`src/rtl/exec_pkg.sv`:
```
// constants and types shared by the instruction execute block
`default_nettype none
package exec_pkg;

  // data-space address of the working register
  localparam logic [11:0] WORK_ADDR = 12'hFE8;
  // file addresses below this value sit in the low part of the access bank
  localparam logic [7:0] ACCESS_SPLIT = 8'h60;
  localparam logic [3:0] ACCESS_LOW_BANK = 4'h0;
  localparam logic [3:0] ACCESS_HIGH_BANK = 4'hF;

  // register offsets on the bus (byte addresses)
  localparam logic [7:0] OFS_WORK = 8'h00;
  localparam logic [7:0] OFS_BANK = 8'h04;
  localparam logic [7:0] OFS_PROD_LOW = 8'h08;
  localparam logic [7:0] OFS_PROD_HIGH = 8'h0C;
  localparam logic [7:0] OFS_PTR0 = 8'h10;
  localparam logic [7:0] OFS_PTR1 = 8'h14;
  localparam logic [7:0] OFS_PTR2 = 8'h18;
  localparam logic [7:0] OFS_STATUS = 8'h1C;
  localparam logic [7:0] OFS_CTRL = 8'h20;
  localparam logic [7:0] OFS_EXEC = 8'h24;

  // field positions
  localparam int unsigned STATUS_Z_BIT = 0;
  localparam int unsigned STATUS_N_BIT = 1;
  localparam int unsigned CTRL_EXT_BIT = 0;

  // values after reset
  localparam logic [7:0] WORK_RST = 8'h00;
  localparam logic [3:0] BANK_RST = 4'h0;
  localparam logic [7:0] PROD_RST = 8'h00;
  localparam logic [11:0] PTR_RST = 12'h000;
  localparam logic EXT_RST = 1'h0;

  // opcode patterns
  localparam logic [7:0] OPC_OR_LIT = 8'h09;
  localparam logic [7:0] OPC_LIT_WORK = 8'h0E;
  localparam logic [7:0] OPC_MUL_LIT = 8'h0D;
  localparam logic [7:0] OPC_BANK_LOAD = 8'h01;
  localparam logic [9:0] OPC_PTR_LOAD = 10'h3B8;
  localparam logic [5:0] OPC_OR_FILE = 6'h04;
  localparam logic [5:0] OPC_COPY = 6'h14;
  localparam logic [6:0] OPC_WORK_FILE = 7'h37;
  localparam logic [6:0] OPC_MUL_FILE = 7'h01;
  localparam logic [3:0] OPC_FULL_MOVE = 4'hC;
  localparam logic [1:0] PTR_COUNT = 2'h3;

  typedef enum logic [1:0] {PH_Q1, PH_Q2, PH_Q3, PH_Q4} phase_t;

  typedef enum logic [3:0] {
    OP_NOP, OP_OR_LIT, OP_OR_FILE, OP_PTR_LOAD, OP_COPY, OP_FULL_MOVE,
    OP_BANK_LOAD, OP_LIT_WORK, OP_WORK_FILE, OP_MUL_LIT, OP_MUL_FILE
  } op_t;

  function automatic logic is_work_addr(input logic [11:0] a);
    return a == WORK_ADDR;
  endfunction

endpackage
`default_nettype wire

```
`src/rtl/addr_if.sv`:
```
// carrier between the execute sequencer and its operand unit
`timescale 1ns/10ps
`default_nettype none
interface addr_if;
  logic [15:0] word;
  logic [3:0] bank_sel;
  logic [11:0] ptr2_base;
  logic ext_en;
  logic [7:0] w_val;
  logic [7:0] opnd;
  logic [11:0] file_addr;
  logic [15:0] product;
  modport unit (
    input word, bank_sel, ptr2_base, ext_en, w_val, opnd,
    output file_addr, product
  );
  modport core (
    output word, bank_sel, ptr2_base, ext_en, w_val, opnd,
    input file_addr, product
  );
endinterface
`default_nettype wire

```
`src/rtl/operand_unit.sv`:
```
// file address generation and unsigned 8x8 multiplier
`timescale 1ns/10ps
`default_nettype none
module operand_unit (
  addr_if.unit au
);
  logic [7:0] f;

  always_comb
  begin
    f = au.word[7:0];
    // RL3 bank or access
    if (au.word[8])
      au.file_addr = {au.bank_sel, f};
    // RL4 indexed literal offset
    else if (au.ext_en && f < exec_pkg::ACCESS_SPLIT)
      au.file_addr = 12'(au.ptr2_base + {4'h0, f});
    else if (f < exec_pkg::ACCESS_SPLIT)
      au.file_addr = {exec_pkg::ACCESS_LOW_BANK, f};
    else
      au.file_addr = {exec_pkg::ACCESS_HIGH_BANK, f};
  end

  // RL15 unsigned product
  assign au.product = {8'h00, au.w_val} * {8'h00, au.opnd};
endmodule
`default_nettype wire

```
`src/rtl/logic_move_multiply_exec.sv`:
```
// execute unit for OR, move, pointer load, bank load and multiply
// Functional notes
// RL1 - or literal into work: W|k to W, set N and Z, one cycle
// RL2 - or work with file: result to W if d=0, to file if d=1
// RL3 - access bit 0 uses access bank, 1 uses bank select register
// RL4 - extended set, a=0, f<=95: indexed literal offset via pointer 2
// RL5 - pointer load: 12-bit literal into pointer 0..2, two words, two cycles
// RL6 - pointer load writes high part first cycle, low byte second cycle
// RL7 - file copy to W (d=0) or back to file (d=1), set N and Z
// RL8 - full-space move: 12-bit source then 12-bit destination, 2 or 3 cycles
// RL9 - full move reads source first cycle, dummy, writes destination in Q4
// RL10 - software never targets program counter low or stack top bytes
// RL11 - full move may use W as source or destination, flags unchanged
// RL12 - bank select load keeps low nibble, bits 7:4 read zero
// RL13 - literal to work loads W in one cycle, flags unchanged
// RL14 - work to file stores W in one cycle, flags unchanged
// RL15 - multiply literal: W*k unsigned into product pair, W unchanged
// RL16 - multiply file: W*f unsigned into product pair, operands unchanged
// RL17 - multiplies touch no status flag
// RL18 - file copy reaches any byte of the selected 256-byte bank
// RL19 - decode Q1, read Q2, compute Q3, write Q4
//
// Our own choices: the address map and the APB register port.
`timescale 1ns/10ps
`default_nettype none
module logic_move_multiply_exec (
  input wire logic clk,
  input wire logic rst,
  input wire logic psel,
  input wire logic penable,
  input wire logic pwrite,
  input wire logic [7:0] paddr,
  input wire logic [31:0] pwdata,
  output logic [31:0] prdata,
  output logic pready,
  output logic pslverr,
  input wire logic instr_valid,
  input wire logic [15:0] instr_word,
  output logic instr_ready,
  output logic [11:0] mem_addr,
  output logic mem_rd,
  output logic mem_wr,
  output logic [7:0] mem_wdata,
  input wire logic [7:0] mem_rdata,
  output logic flag_n,
  output logic flag_z
);

  typedef struct packed {
    exec_pkg::phase_t phase;
    logic second;
    exec_pkg::op_t op;
    logic [15:0] ir;
    logic [7:0] word2;
    logic [7:0] w;
    logic [3:0] bank_sel;
    logic [7:0] prod_low;
    logic [7:0] prod_high;
    logic [2:0][11:0] ptr;
    logic flag_n;
    logic flag_z;
    logic ext_en;
    logic [7:0] opnd;
    logic instr_ready;
    logic [11:0] mem_addr;
    logic mem_rd;
    logic mem_wr;
    logic [7:0] mem_wdata;
    logic [31:0] prdata;
    logic pready;
    logic pslverr;
  } state_t;

  state_t r;
  state_t next_r;
  addr_if au_bus ();
  logic [7:0] operand;
  logic [7:0] res;
  logic work_hit;
  logic [1:0] sel;

  function automatic exec_pkg::op_t decode_op(input logic [15:0] iw);
    if (iw[15:8] == exec_pkg::OPC_OR_LIT)
      return exec_pkg::OP_OR_LIT;
    else if (iw[15:8] == exec_pkg::OPC_LIT_WORK)
      return exec_pkg::OP_LIT_WORK;
    else if (iw[15:8] == exec_pkg::OPC_MUL_LIT)
      return exec_pkg::OP_MUL_LIT;
    else if (iw[15:8] == exec_pkg::OPC_BANK_LOAD)
      return exec_pkg::OP_BANK_LOAD;
    else if (iw[15:6] == exec_pkg::OPC_PTR_LOAD)
      return exec_pkg::OP_PTR_LOAD;
    else if (iw[15:10] == exec_pkg::OPC_OR_FILE)
      return exec_pkg::OP_OR_FILE;
    else if (iw[15:10] == exec_pkg::OPC_COPY)
      return exec_pkg::OP_COPY;
    else if (iw[15:9] == exec_pkg::OPC_WORK_FILE)
      return exec_pkg::OP_WORK_FILE;
    else if (iw[15:9] == exec_pkg::OPC_MUL_FILE)
      return exec_pkg::OP_MUL_FILE;
    else if (iw[15:12] == exec_pkg::OPC_FULL_MOVE)
      return exec_pkg::OP_FULL_MOVE;
    else
      return exec_pkg::OP_NOP;
  endfunction

  // the operand unit decodes the incoming word in Q1, the held word after
  assign au_bus.word = (r.phase == exec_pkg::PH_Q1) ? instr_word : r.ir;
  assign au_bus.bank_sel = r.bank_sel;
  assign au_bus.ptr2_base = r.ptr[2];
  assign au_bus.ext_en = r.ext_en;
  assign au_bus.w_val = r.w;
  assign au_bus.opnd = r.opnd;

  operand_unit u_operand (
    .au(au_bus)
  );

  assign work_hit = exec_pkg::is_work_addr(au_bus.file_addr);
  assign sel = r.ir[5:4];

  always_comb
  begin
    next_r = r;
    next_r.mem_rd = 1'h0;
    next_r.mem_wr = 1'h0;
    operand = 8'h00;
    res = 8'h00;
    unique case (r.phase)
      exec_pkg::PH_Q1:
      begin
        if (instr_valid && r.instr_ready)
        begin
          next_r.instr_ready = 1'h0;
          next_r.phase = exec_pkg::PH_Q2;
          if (!r.second)
          begin
            // RL19 decode in Q1
            next_r.ir = instr_word;
            next_r.op = decode_op(instr_word);
            next_r.mem_addr = au_bus.file_addr;
            if (decode_op(instr_word) == exec_pkg::OP_FULL_MOVE)
            begin
              // RL8 source address word
              next_r.mem_addr = instr_word[11:0];
              // RL11 W as source skips memory
              next_r.mem_rd = !exec_pkg::is_work_addr(instr_word[11:0]);
            end
            else if (decode_op(instr_word) == exec_pkg::OP_OR_FILE ||
                     decode_op(instr_word) == exec_pkg::OP_COPY ||
                     decode_op(instr_word) == exec_pkg::OP_MUL_FILE)
            begin
              // RL18 any byte of the chosen bank
              next_r.mem_rd = !work_hit;
            end
          end
          else
          begin
            next_r.word2 = instr_word[7:0];
            // RL8 destination address word
            if (r.op == exec_pkg::OP_FULL_MOVE)
              next_r.mem_addr = instr_word[11:0];
          end
        end
      end
      exec_pkg::PH_Q2:
      begin
        // RL9 second cycle Q2 is idle, no dummy read
        next_r.phase = exec_pkg::PH_Q3;
      end
      exec_pkg::PH_Q3:
      begin
        next_r.phase = exec_pkg::PH_Q4;
        if (r.op == exec_pkg::OP_FULL_MOVE)
        begin
          if (!r.second)
          begin
            // RL9 source read in first cycle
            if (exec_pkg::is_work_addr(r.mem_addr))
              next_r.opnd = r.w;
            else
              next_r.opnd = mem_rdata;
          end
          else if (!exec_pkg::is_work_addr(r.mem_addr))
          begin
            // RL9 destination write lands in Q4
            next_r.mem_wr = 1'h1;
            next_r.mem_wdata = r.opnd;
          end
        end
        else if (!r.second)
        begin
          // RL19 compute in Q3
          if (r.op == exec_pkg::OP_OR_FILE || r.op == exec_pkg::OP_COPY ||
              r.op == exec_pkg::OP_MUL_FILE)
            operand = work_hit ? r.w : mem_rdata;
          else
            operand = r.ir[7:0];
          unique case (r.op)
            exec_pkg::OP_OR_LIT: res = r.w | operand;
            exec_pkg::OP_OR_FILE: res = r.w | operand;
            exec_pkg::OP_WORK_FILE: res = r.w;
            default: res = operand;
          endcase
          next_r.opnd = res;
          // RL2 d=1 writes the file register
          if ((r.op == exec_pkg::OP_OR_FILE || r.op == exec_pkg::OP_COPY) &&
              r.ir[9] && !work_hit)
          begin
            next_r.mem_wr = 1'h1;
            next_r.mem_wdata = res;
          end
          // RL14 W stored into the file
          if (r.op == exec_pkg::OP_WORK_FILE && !work_hit)
          begin
            next_r.mem_wr = 1'h1;
            next_r.mem_wdata = res;
          end
        end
      end
      exec_pkg::PH_Q4:
      begin
        next_r.phase = exec_pkg::PH_Q1;
        next_r.instr_ready = 1'h1;
        next_r.second = 1'h0;
        unique case (r.op)
          exec_pkg::OP_OR_LIT, exec_pkg::OP_OR_FILE, exec_pkg::OP_COPY:
          begin
            // RL1 literal result to W
            // RL7 copy to W or back to itself
            if (r.op == exec_pkg::OP_OR_LIT || !r.ir[9] || work_hit)
              next_r.w = r.opnd;
            next_r.flag_n = r.opnd[7];
            next_r.flag_z = (r.opnd == 8'h00);
          end
          exec_pkg::OP_LIT_WORK:
          begin
            // RL13 literal to W, no flags
            next_r.w = r.opnd;
          end
          exec_pkg::OP_WORK_FILE:
          begin
            if (work_hit)
              next_r.w = r.opnd;
          end
          exec_pkg::OP_BANK_LOAD:
          begin
            // RL12 upper nibble dropped
            next_r.bank_sel = r.opnd[3:0];
          end
          exec_pkg::OP_MUL_LIT, exec_pkg::OP_MUL_FILE:
          begin
            // RL16 file operand product
            // RL17 flags left alone
            next_r.prod_high = au_bus.product[15:8];
            next_r.prod_low = au_bus.product[7:0];
          end
          exec_pkg::OP_PTR_LOAD:
          begin
            // RL5 selector above 2 loads nothing
            if (sel != exec_pkg::PTR_COUNT)
            begin
              // RL6 high part first, low byte second
              if (!r.second)
                next_r.ptr[sel][11:8] = r.ir[3:0];
              else
                next_r.ptr[sel][7:0] = r.word2;
            end
            next_r.second = !r.second;
          end
          exec_pkg::OP_FULL_MOVE:
          begin
            // RL11 W destination, flags unchanged
            if (r.second && exec_pkg::is_work_addr(r.mem_addr))
              next_r.w = r.opnd;
            next_r.second = !r.second;
          end
          exec_pkg::OP_NOP: next_r.second = 1'h0;
        endcase
      end
    endcase

    // bus slave: answer during the access phase, zero wait states
    if (psel && !penable && !r.pready)
    begin
      next_r.pready = 1'h1;
      next_r.pslverr = 1'h0;
      next_r.prdata = 32'h0000_0000;
      unique case (paddr)
        exec_pkg::OFS_WORK: next_r.prdata[7:0] = r.w;
        exec_pkg::OFS_BANK: next_r.prdata[3:0] = r.bank_sel;
        exec_pkg::OFS_PROD_LOW: next_r.prdata[7:0] = r.prod_low;
        exec_pkg::OFS_PROD_HIGH: next_r.prdata[7:0] = r.prod_high;
        exec_pkg::OFS_PTR0: next_r.prdata[11:0] = r.ptr[0];
        exec_pkg::OFS_PTR1: next_r.prdata[11:0] = r.ptr[1];
        exec_pkg::OFS_PTR2: next_r.prdata[11:0] = r.ptr[2];
        exec_pkg::OFS_STATUS:
        begin
          next_r.prdata[exec_pkg::STATUS_Z_BIT] = r.flag_z;
          next_r.prdata[exec_pkg::STATUS_N_BIT] = r.flag_n;
        end
        exec_pkg::OFS_CTRL: next_r.prdata[exec_pkg::CTRL_EXT_BIT] = r.ext_en;
        exec_pkg::OFS_EXEC: next_r.prdata[7:0] = {r.phase, r.second, 1'h0, r.op};
        default: next_r.pslverr = 1'h1;
      endcase
    end
    else if (psel && penable && r.pready)
    begin
      next_r.pready = 1'h0;
      next_r.pslverr = 1'h0;
      // a bus write lands after the core update of the same edge
      if (pwrite)
      begin
        unique case (paddr)
          exec_pkg::OFS_WORK: next_r.w = pwdata[7:0];
          exec_pkg::OFS_BANK: next_r.bank_sel = pwdata[3:0];
          exec_pkg::OFS_PROD_LOW: next_r.prod_low = pwdata[7:0];
          exec_pkg::OFS_PROD_HIGH: next_r.prod_high = pwdata[7:0];
          exec_pkg::OFS_PTR0: next_r.ptr[0] = pwdata[11:0];
          exec_pkg::OFS_PTR1: next_r.ptr[1] = pwdata[11:0];
          exec_pkg::OFS_PTR2: next_r.ptr[2] = pwdata[11:0];
          exec_pkg::OFS_STATUS:
          begin
            next_r.flag_z = pwdata[exec_pkg::STATUS_Z_BIT];
            next_r.flag_n = pwdata[exec_pkg::STATUS_N_BIT];
          end
          exec_pkg::OFS_CTRL: next_r.ext_en = pwdata[exec_pkg::CTRL_EXT_BIT];
          default: next_r.pslverr = 1'h0;
        endcase
      end
    end
    else if (!psel)
    begin
      next_r.pready = 1'h0;
      next_r.pslverr = 1'h0;
    end
  end

  always_ff @(posedge clk or posedge rst)
  begin
    if (rst)
    begin
      r <= '0;
      r.phase <= exec_pkg::PH_Q1;
      r.op <= exec_pkg::OP_NOP;
      r.w <= exec_pkg::WORK_RST;
      r.bank_sel <= exec_pkg::BANK_RST;
      r.prod_low <= exec_pkg::PROD_RST;
      r.prod_high <= exec_pkg::PROD_RST;
      r.ptr <= {3{exec_pkg::PTR_RST}};
      r.ext_en <= exec_pkg::EXT_RST;
      r.instr_ready <= 1'h1;
    end
    else
    begin
      r <= next_r;
    end
  end

  assign prdata = r.prdata;
  assign pready = r.pready;
  assign pslverr = r.pslverr;
  assign instr_ready = r.instr_ready;
  assign mem_addr = r.mem_addr;
  assign mem_rd = r.mem_rd;
  assign mem_wr = r.mem_wr;
  assign mem_wdata = r.mem_wdata;
  assign flag_n = r.flag_n;
  assign flag_z = r.flag_z;
endmodule
`default_nettype wire

```
`config.mk`:
```
export PLATFORM = sky130hd
export DESIGN_NAME = logic_move_multiply_exec
export DESIGN_NICKNAME = d
export VERILOG_FILES = /design/src/rtl/exec_pkg.sv /design/src/rtl/addr_if.sv /design/src/rtl/operand_unit.sv /design/src/rtl/logic_move_multiply_exec.sv
export SDC_FILE = /design/constraint.sdc
export NUM_CORES = 1
export LEC_CHECK = 0
export BUFFER_PORTS_ARGS = -buffer_cell sky130_fd_sc_hd__clkbuf_2
export CAP_MARGIN = 10
export CORE_MARGIN = 5
export CORE_UTILIZATION = 55
export DETAILED_ROUTE_END_ITERATION = 7
export PLACE_DENSITY = 0.78
export SYNTH_ARGS = -nofsm -noshare
export SYNTH_HDL_FRONTEND = slang
export SYNTH_HIERARCHICAL = 1
export SYNTH_SLANG_ARGS = --single-unit
export TNS_END_PERCENT = 50
```
`constraint.sdc`:
```
create_clock -name clk -period 4.6 [get_ports clk]
set_input_delay 0.92 -clock clk [delete_from_list [all_inputs] [get_ports clk]]
set_output_delay 0.92 -clock clk [all_outputs]
set_load 0.1 [all_outputs]
```
; ---- Word-level counts from Yosys, hierarchy flattened
; Index checks and enable logic that the tools add are counted.
[totals]
ff_bits = 137
output_inout_bits = 59
in_bits = 70
word_cells = 205
[classes]
reduce_logical = 40
addsub = 1
n_bitwise = 3
order_cmp = 3
n_eq_ne = 45
muxes = 88
mul = 1
[op_table]
columns = operator, count
row1 = 67-bit 2-to-1 mux, 3
row2 = 8-bit 2-to-1 mux, 16
row3 = 12-bit 2-to-1 mux, 10
row4 = 36-bit 2-to-1 mux, 3
row5 = 36-bit bitwise mux, 2
row6 = 4-bit 2-to-1 mux, 18
row7 = 9-bit 2-to-1 mux, 8
row8 = 66-bit 2-to-1 mux, 1
row9 = 12-bit demux with 2-bit select, 2
row10 = 8-bit by 4-bit == test with 1-bit output (second input constant), 5
row11 = 12-bit == test (second input constant), 3
row12 = 8-bit by 5-bit == test with 1-bit output (second input constant), 4
row13 = 8-bit one-hot mux with 4 select lines, 1
row14 = 4-bit one-hot mux with 7 select lines, 1
row15 = 4-bit by 3-bit == test with 1-bit output (second input constant), 6
row16 = 4-bit == test (second input constant), 5
row17 = 8-bit by 6-bit == test with 1-bit output (second input constant), 2
row18 = 8-bit logical NOT, 2
row19 = 8-bit by 8-bit multiplier with 16-bit output, 1
row20 = 16-bit 2-to-1 mux, 1
row21 = 2-bit one-hot mux with 8 select lines, 1
row22 = 8-bit one-hot mux with 2 select lines, 1
row23 = 14-bit 2-to-1 mux, 1
row24 = 12-bit by 8-bit adder with 12-bit output, 1
row25 = 40 further kinds, 83

; ---- Logic depth before layout (Yosys ltp)
; Gate-level depths: netlist of run 1.
[logic_depth]
word_depth = 27
mapped_depth = 20
depth_no_buf = 17

; ---- Modules after synthesis
; Netlist of run 1, hierarchy kept.
[modules_own_cells]
columns = module, cells_each, seq_area_each_um2, n_inst, area_per_inst_um2
row1 = logic_move_multiply_exec, 867, 3579.7, 1, 8568.2
row2 = operand_unit, 349, 0.0, 1, 2801.4

; ---- Worst setup path after synthesis of run 1
; Ideal clock, no wire load.
[synth_path]
path_kind = register to register
startpoint = register r[161] (netlist name)
endpoint = register r, in the netlist mem_wdata[7]
slack_ps = 376
path_buffers = 2
path_stages_with_launch = 20
setup_ps = 67
t_arrival_ps = 4157
period_less_slack_ps = 4224
t_required_ps = 4533
cell_sequence = dfrtp_1 -> inv_1 -> ha_1 -> clkbuf_1 -> buf_1 -> mux2_2 -> ha_1 -> inv_1 -> fa_1 -> nor2b_1 -> o31a_1 -> o21a_1 -> o21a_1 -> o31ai_1 -> nand4b_1 -> nor4_1 -> o21a_1 -> o21ai_0 -> nand2_1 -> a221o_1
[synth_between]
elab_chain_cells = 18
elab_cells_between_ends = 26
classes_between = add/sub: 1 / order compare: 1 / eq/ne: 2 / mux: 14 / bitwise: 1 / reduce/logical: 7
[synth_rtl]
columns = item, line
row1 = "start, declared", logic_move_multiply_exec.sv:74  ; state_t r;
row2 = "start signal, assigned", logic_move_multiply_exec.sv:356  ; r <= next_r;
row3 = 2-bit logical NOT (*), logic_move_multiply_exec.sv:108  ; assign au_bus.word = (r.phase == exec_pkg::PH_Q1) ? instr_word : r.ir;
row4 = 9-bit 2-to-1 mux (*), logic_move_multiply_exec.sv:108
row5 = via au_bus.word[0], addr_if.sv:5  ; logic [15:0] word;
row6 = branches (longest 2 deep; another with 12-bit by 8-bit adder with 12-bit output), n/a
row7 = 12-bit 2-to-1 mux (*), operand_unit.sv:16  ; else if (au.ext_en && f < exec_pkg::ACCESS_SPLIT)
row8 = 12-bit 2-to-1 mux (*), operand_unit.sv:13  ; if (au.word[8])
row9 = via au_bus.file_addr[6], addr_if.sv:11  ; logic [11:0] file_addr;
row10 = 12-bit == test (*), exec_pkg.sv:57  ; return a == WORK_ADDR;
row11 = [... 3 more ...], n/a
row12 = 8-bit 2-to-1 mux, logic_move_multiply_exec.sv:174  ; if (r.op == exec_pkg::OP_FULL_MOVE)
row13 = 8-bit 2-to-1 mux, logic_move_multiply_exec.sv:129  ; unique case (r.phase)
row14 = 8-bit OR, "logic_move_multiply_exec.sv:200, logic_move_multiply_exec.sv:201"
row15 = 8-bit one-hot mux with 2 select lines, logic_move_multiply_exec.sv:199  ; unique case (r.op)
row16 = 9-bit 2-to-1 mux, logic_move_multiply_exec.sv:207  ; if ((r.op == exec_pkg::OP_OR_FILE || r.op == exec_pkg::OP_COPY) &&
row17 = 9-bit 2-to-1 mux, logic_move_multiply_exec.sv:214  ; if (r.op == exec_pkg::OP_WORK_FILE && !work_hit)
row18 = 9-bit 2-to-1 mux, logic_move_multiply_exec.sv:191  ; else if (!r.second)
row19 = 9-bit 2-to-1 mux, logic_move_multiply_exec.sv:174
; Mark *: on every way through the listed nets, which the timed path passes. The select of a mux whose other input is x is not followed.
; A chain may end at the register's enable or synchronous reset.

==> results of run 1 <==
[area by class of cell]
| class | count | area [µm²] | share of cell area |
|---|---|---|---|
| timing repair buffer | 126 | 725.7 | 0.05954 |
| tap | 270 | 337.8 | 0.02772 |
| sequential | 137 | 3431 | 0.2815 |
| multi-input combinational | 907 | 6822 | 0.5597 |
| clock buffer | 20 | 466.7 | 0.03829 |
| inverter | 68 | 260.3 | 0.02135 |
| clock inverter | 11 | 145.1 | 0.01191 |
[registers in the layout (all words and copies together) (netlist names), 4 cells and up]
| signal | count |
|---|---|
| au_bus.ptr2_base | 12 |
| au_bus.opnd | 8 |
| au_bus.w_val | 8 |
| r | 65 |
| prdata | 12 |
| mem_addr | 12 |
| au_bus.bank_sel | 4 |
| mem_wdata | 8 |
[final timing paths]
check,end,slack (ps)
setup / recovery,r[108]$_DFF_PP0_,190
hold / removal,prdata[4]$_DFFE_PP0P_,490
setup reg to reg,r[108]$_DFF_PP0_,190
hold reg to reg,prdata[4]$_DFFE_PP0P_,490
max in group asynchronous,prdata[4]$_DFFE_PP0P_,3050
min in group asynchronous,mem_addr[4]$_DFFE_PP0P_,630
[routing by layer]
metal,vias to the layer above,track usage,part of all wire
met3,79,0.05461,0.088
met4,0,0.08990,0.032
met1,4589,0.3830,0.44
met5,-,0,0
li1,4309,-,-
met2,479,0.4033,0.44
[through the flow]
stage / hold WS, ps / cell area, µm²
3_5_place_dp: 468.9 / 11560
6_report: 491.9 / 12190
4_1_cts: 491.6 / 12170
3_3_place_gp: 465.7 / 11560
2_1_floorplan: 450.6 / 11140
5_1_grt: 520.0 / 12190
[report_power, final]
part	internal, mW	switching (mW)
logic	1.83	3.09
clock network	0.892	0.539
registers	1.55	0.501
==> reports/qor.yml, run 1 <==
antenna_found_initial: 0
fmax_mhz: 226.7
maxSlewViolCount: 0
rows: 52
vias_per_cell: 6.144
cpLargestDelayFamily: "adder cells"
firstDrtPassIters: 7
drive_gt1_frac: 0.1939
tightest_slew_ps: 1231
path_cells: "nand2_1, fa_1, fa_1, fa_1, fa_1, inv_1, ha_1, nand4b_1, a31oi_2, nand4b_1, o311ai_0, buf_4, mux2i_1, a21oi_1"
worstSetupPathDepth: 14
rsz0062_at_grt: "no"
fin_skew_ps: 9.916
grt_pass1_vias: 9220
cts_sinks: 137
max_stage_delay_ps: 570
layout_commonest_cell: "dfrtp_1"
crit_path_start: "au_bus.opnd[3]$_DFFE_PP0P_"
postRouteWirelength_um: 30980
die_area_mm2: 0.02307
tritoncts: "built"
final-hold-violation-count: 0
fp.dieH_um: 151.9
die_w_um: 151.9
postRouteAntennaNets: 0
hold_depth: 1
worstHoldPathType: "flop to flop"
fin_tns_setup_ps: 0
end_kind: "flop"
postCtsHoldBufs: 0
initial_core_util: 0.5526
area_delta_synth_final_pct: 10.07
run_status: "finished, final reports clean"
dpl.cell_count: 1508
worstPathArrival_ps: 4750
layout.nets: 1412
startpoint_type: "flop"
max-slew-margin-rel: 0.1766
total_power_mw: 8.409
n_antenna_cell: 0
finalWorstSetupSlack_ps: 189.4
critPathKind: "flop to flop"
final_cell_mix: "135 x dfrtp_1, 111 x nand2_1, 88 x clkbuf_2"
grt_overflow: 0
cts_root_buf: "clkbuf_16"
cts.repair.resized: 0
crit_slowest_cell: "fa_1"
ys_warn_count: 6
max-vdd-ir-drop_mv: 0.3597
crit_required_ps: 4940
vias: 9456
post_cts_buffers: 0
finalNonFillerCells: 1539
grt_pass1_wl_um: 50050
cpMostUsedCell: "fa_1"
numCtsBuffers: 17
core_mm2: 0.02004
boundaryPins: 129
maxCapViolations: 0
numPortBuffers: 88
fin_util: 0.6082
r2r_cells: 14
pre_cts_slack_ps: 211.8
leakagePower_nw: 5.681
grt_max_degree: 87
crit_fanout: 8
grt_usage: 0.2661
syn_inst: 1197
worst_hold_startpoint: "prdata[4]$_DFFE_PP0P_"
clock_latency_ps: 430
finalWorstPathRequiredPeriod_ps: 4411
cts_buffer_depth: 2
critPathBufInv: 2
post-route-period-util: 0.9588
dp_hpwl_um: 23260
clkTransAtPathRegs_ps: 60
power.density_mw_per_mm2: 690.0
routedWlPerCell_um: 20.13
syn_avg_cell_area_um2: 9.251
gp_congestion: 0.9596
drc_errors: 0
report.final.setup_viol: 0
drt-initial-drc-count: 819
htree_levels: 4
rr_startpoint: "au_bus.opnd[3]$_DFFE_PP0P_"
fill_cells: 1686
synth_area_mm2: 0.01107
No activity file was read; power rests on OpenSTA's default activity.
==> run 2, diff against run 1 <==
--- a/config.mk
+++ b/config.mk
@@ -8,3 +8,3 @@
 export BUFFER_PORTS_ARGS = -buffer_cell sky130_fd_sc_hd__clkbuf_2
-export CAP_MARGIN = 10
+export CAP_MARGIN = 20
 export CORE_MARGIN = 5
@@ -12,2 +12,3 @@
 export DETAILED_ROUTE_END_ITERATION = 7
+export MAX_ROUTING_LAYER = met4
 export PLACE_DENSITY = 0.78
==> constraint.sdc (replaced) <==
create_clock -name clk -period 4.6 [get_ports clk]
set_input_delay 0.46 -clock clk [delete_from_list [all_inputs] [get_ports clk]]
set_output_delay 0.46 -clock clk [all_outputs]
set_load 0.1 [all_outputs]
==> run 2 against run 1 <==
Against the previous run: non-clock buffer count fell by 5; global-route usage rose by 0.43 points; sequential share of layout area rose by 0.11 points; via count fell by 1.7%; clock power fell by 3%; power fell by 0.57%; final area fell by 0.42%; die area did not move; combinational power barely moved; count of clock-buffer cells in the layout did not move; critical endpoint is now r[111]$_DFF_PP0_.
==> reports/qor.yml, run 2 (synthesis results as in run 1) <==
run_status: "finished, final reports clean"
rows: 52  # unchanged
numCtsBuffers: 17  # unchanged
grt_usage: 0.2704  # +0.004302
grt_max_degree: 76  # -13%
clock_latency_ps: 430  # about the same
clkTransAtPathRegs_ps: 60  # about the same
critPathKind: "flop to flop"
vias_per_cell: 6.056  # -1.4%
die_w_um: 151.9  # unchanged
leakagePower_nw: 5.648  # -0.59%
maxCapViolations: 0  # unchanged
report.final.setup_viol: 0  # unchanged
tritoncts: "built"
post_cts_buffers: 0  # unchanged
crit_required_ps: 4890  # -50 ps
gp_congestion: 0.9568  # -0.29%
max_stage_delay_ps: 570  # about the same
cts_root_buf: "clkbuf_16"
worstHoldPathType: "input pin to asynchronous set/reset pin"
dp_hpwl_um: 23080  # -0.75%
fin_skew_ps: 11.51  # +1.595 ps
r2r_end: "r[111]$_DFF_PP0_"
crit_fanout: 8  # unchanged
drc_errors: 0  # unchanged
routedWlPerCell_um: 19.99  # -0.70%
post-route-period-util: 0.9578  # -0.0009967
crit_end: "r[111]$_DFF_PP0_"
rr_startpoint: "au_bus.opnd[3]$_DFFE_PP0P_"
grt_overflow: 0  # unchanged
top_register: "r"
grt_pass1_vias: 8971  # -2.7%
grt_pass1_wl_um: 49180  # -1.7%
placed_area_mm2: 0.01151  # -0.45%
initial_core_util: 0.5526  # unchanged
vias: 9296  # -1.7%
fp.dieH_um: 151.9  # unchanged
postCtsHoldBufs: 0  # unchanged
tightest_slew_ps: 894.1  # -336.4 ps
die_area_mm2: 0.02307  # unchanged
antenna_found_initial: 0  # unchanged
cts.repair.resized: 0  # unchanged
final_cell_mix: "136 x dfrtp_1, 111 x nand2_1, 88 x clkbuf_2"
cts_buffer_depth: 2  # unchanged
crit_slowest_cell: "fa_1"
final-hold-violation-count: 0  # unchanged
cpMostUsedCell: "fa_1"
end_kind: "flop"
maxSlewViolCount: 0  # unchanged
fin_hold_ws_ps: 111.2  # -380.7 ps
boundaryPins: 129  # unchanged
stdcell_area_mm2: 0.01214  # -0.42%
crit_path_start: "au_bus.opnd[3]$_DFFE_PP0P_"
postRouteWirelength_um: 30690  # -0.96%
numPortBuffers: 88  # unchanged
max-slew-margin-rel: 0.3955  # +0.2189
max-vdd-ir-drop_mv: 0.4014  # +12%
power.density_mw_per_mm2: 688.9  # -0.15%
fill_cells: 1699  # +0.77%
firstDrtPassIters: 5  # -2
finalWorstPathRequiredPeriod_ps: 4406  # -4.585 ps
drive_gt1_frac: 0.1897  # -0.004130
area_delta_synth_final_pct: 9.604
core_mm2: 0.02004  # unchanged
n_antenna_cell: 0  # unchanged
r2r_cells: 13  # -1
startpoint_type: "flop"
layout.nets: 1407  # -0.35%
path_cells: "nand2_1, fa_1, fa_1, fa_1, fa_1, inv_1, ha_1, o211ai_2, a2111oi_4, o2111a_1, a211oi_2, mux2i_1, a21oi_1"
htree_levels: 4  # unchanged
fin_tns_setup_ps: 0  # unchanged
fmax_mhz: 227.0  # +0.10%
multi_input_area_mm2: 0.006820  # about the same
cts_sinks: 137  # unchanged
regArea_mm2: 0.003430  # about the same
r2r_slack_ps: 190  # about the same
worstPathArrival_ps: 4690  # -60 ps
largest_register_ffs: 65  # unchanged
postRouteAntennaNets: 0  # unchanged
drt-initial-drc-count: 911  # +11%
layout_commonest_cell: "dfrtp_1"
[run 2: cell types whose count changed in the layout (fill, tap and decap cells not counted), moves of 2 or more]
cell      change
clkinv_4      +2
buf_4         -6
clkinv_2      -2
inv_6         +2
[run 2: final cells by class]
cell class	count	area share
inverter	68	0.02144
clock buffer	20	0.03763
multi-input combinational	907	0.5620
tap	270	0.02784
sequential	137	0.2826
clock inverter	12	0.01155
timing repair buffer	121	0.05701
[run 2: metal layers]
metal | wire length (µm) | vias to the layer above | track usage | part of all wire
met5 | 0 | - | - | 0
met3 | 2371 | 47 | 0.04892 | 0.077
li1 | - | 4290 | - | -
met4 | 750 | 0 | 0.07449 | 0.024
met2 | 13720 | 434 | 0.3980 | 0.45
met1 | 13850 | 4525 | 0.3868 | 0.45
[run 2: power breakdown]
group / switching (mW) / internal [mW] / total [mW]
Clock: 0.560 / 0.833 / 1.39
Combinational: 3.12 / 1.82 / 4.94
Sequential: 0.484 / 1.55 / 2.03
[run 2: worst max-delay path: cells and delay by family (launching register included)]
family / cells / cell delay [ps]
muxes: 1 / 150
adders and majority gates: 5 / 2450
DFF: 1 / 520
and+or+nand+nor: 1 / 120
AOI/OAI and AO/OA: 5 / 950
buffers and inverters: 1 / 60
[run 2: how the worst min path moves through the flow]
stage	endpoint	slack (ps)	cells past startpoint
finish	mem_addr[1]$_DFFE_PP0P_	110	2
floorplan	prdata[4]$_DFFE_PP0P_	450	1
global route	mem_addr[1]$_DFFE_PP0P_	190	2
global placement	prdata[4]$_DFFE_PP0P_	470	1
detailed placement	prdata[4]$_DFFE_PP0P_	470	1
CTS	mem_addr[1]$_DFFE_PP0P_	150	2
[run 2: through the flow]
step	instances	utilization	total power, mW	setup slack [ps]
2_1_floorplan	1216	-	5.675	438.6
3_3_place_gp	1501	0.5744	6.714	283.5
3_5_place_dp	1501	0.5744	6.831	161.3
4_1_cts	1533	0.6041	8.262	144.8
5_1_grt	1535	0.6056	8.885	-0.9330
6_report	1535	0.6056	8.361	194.0
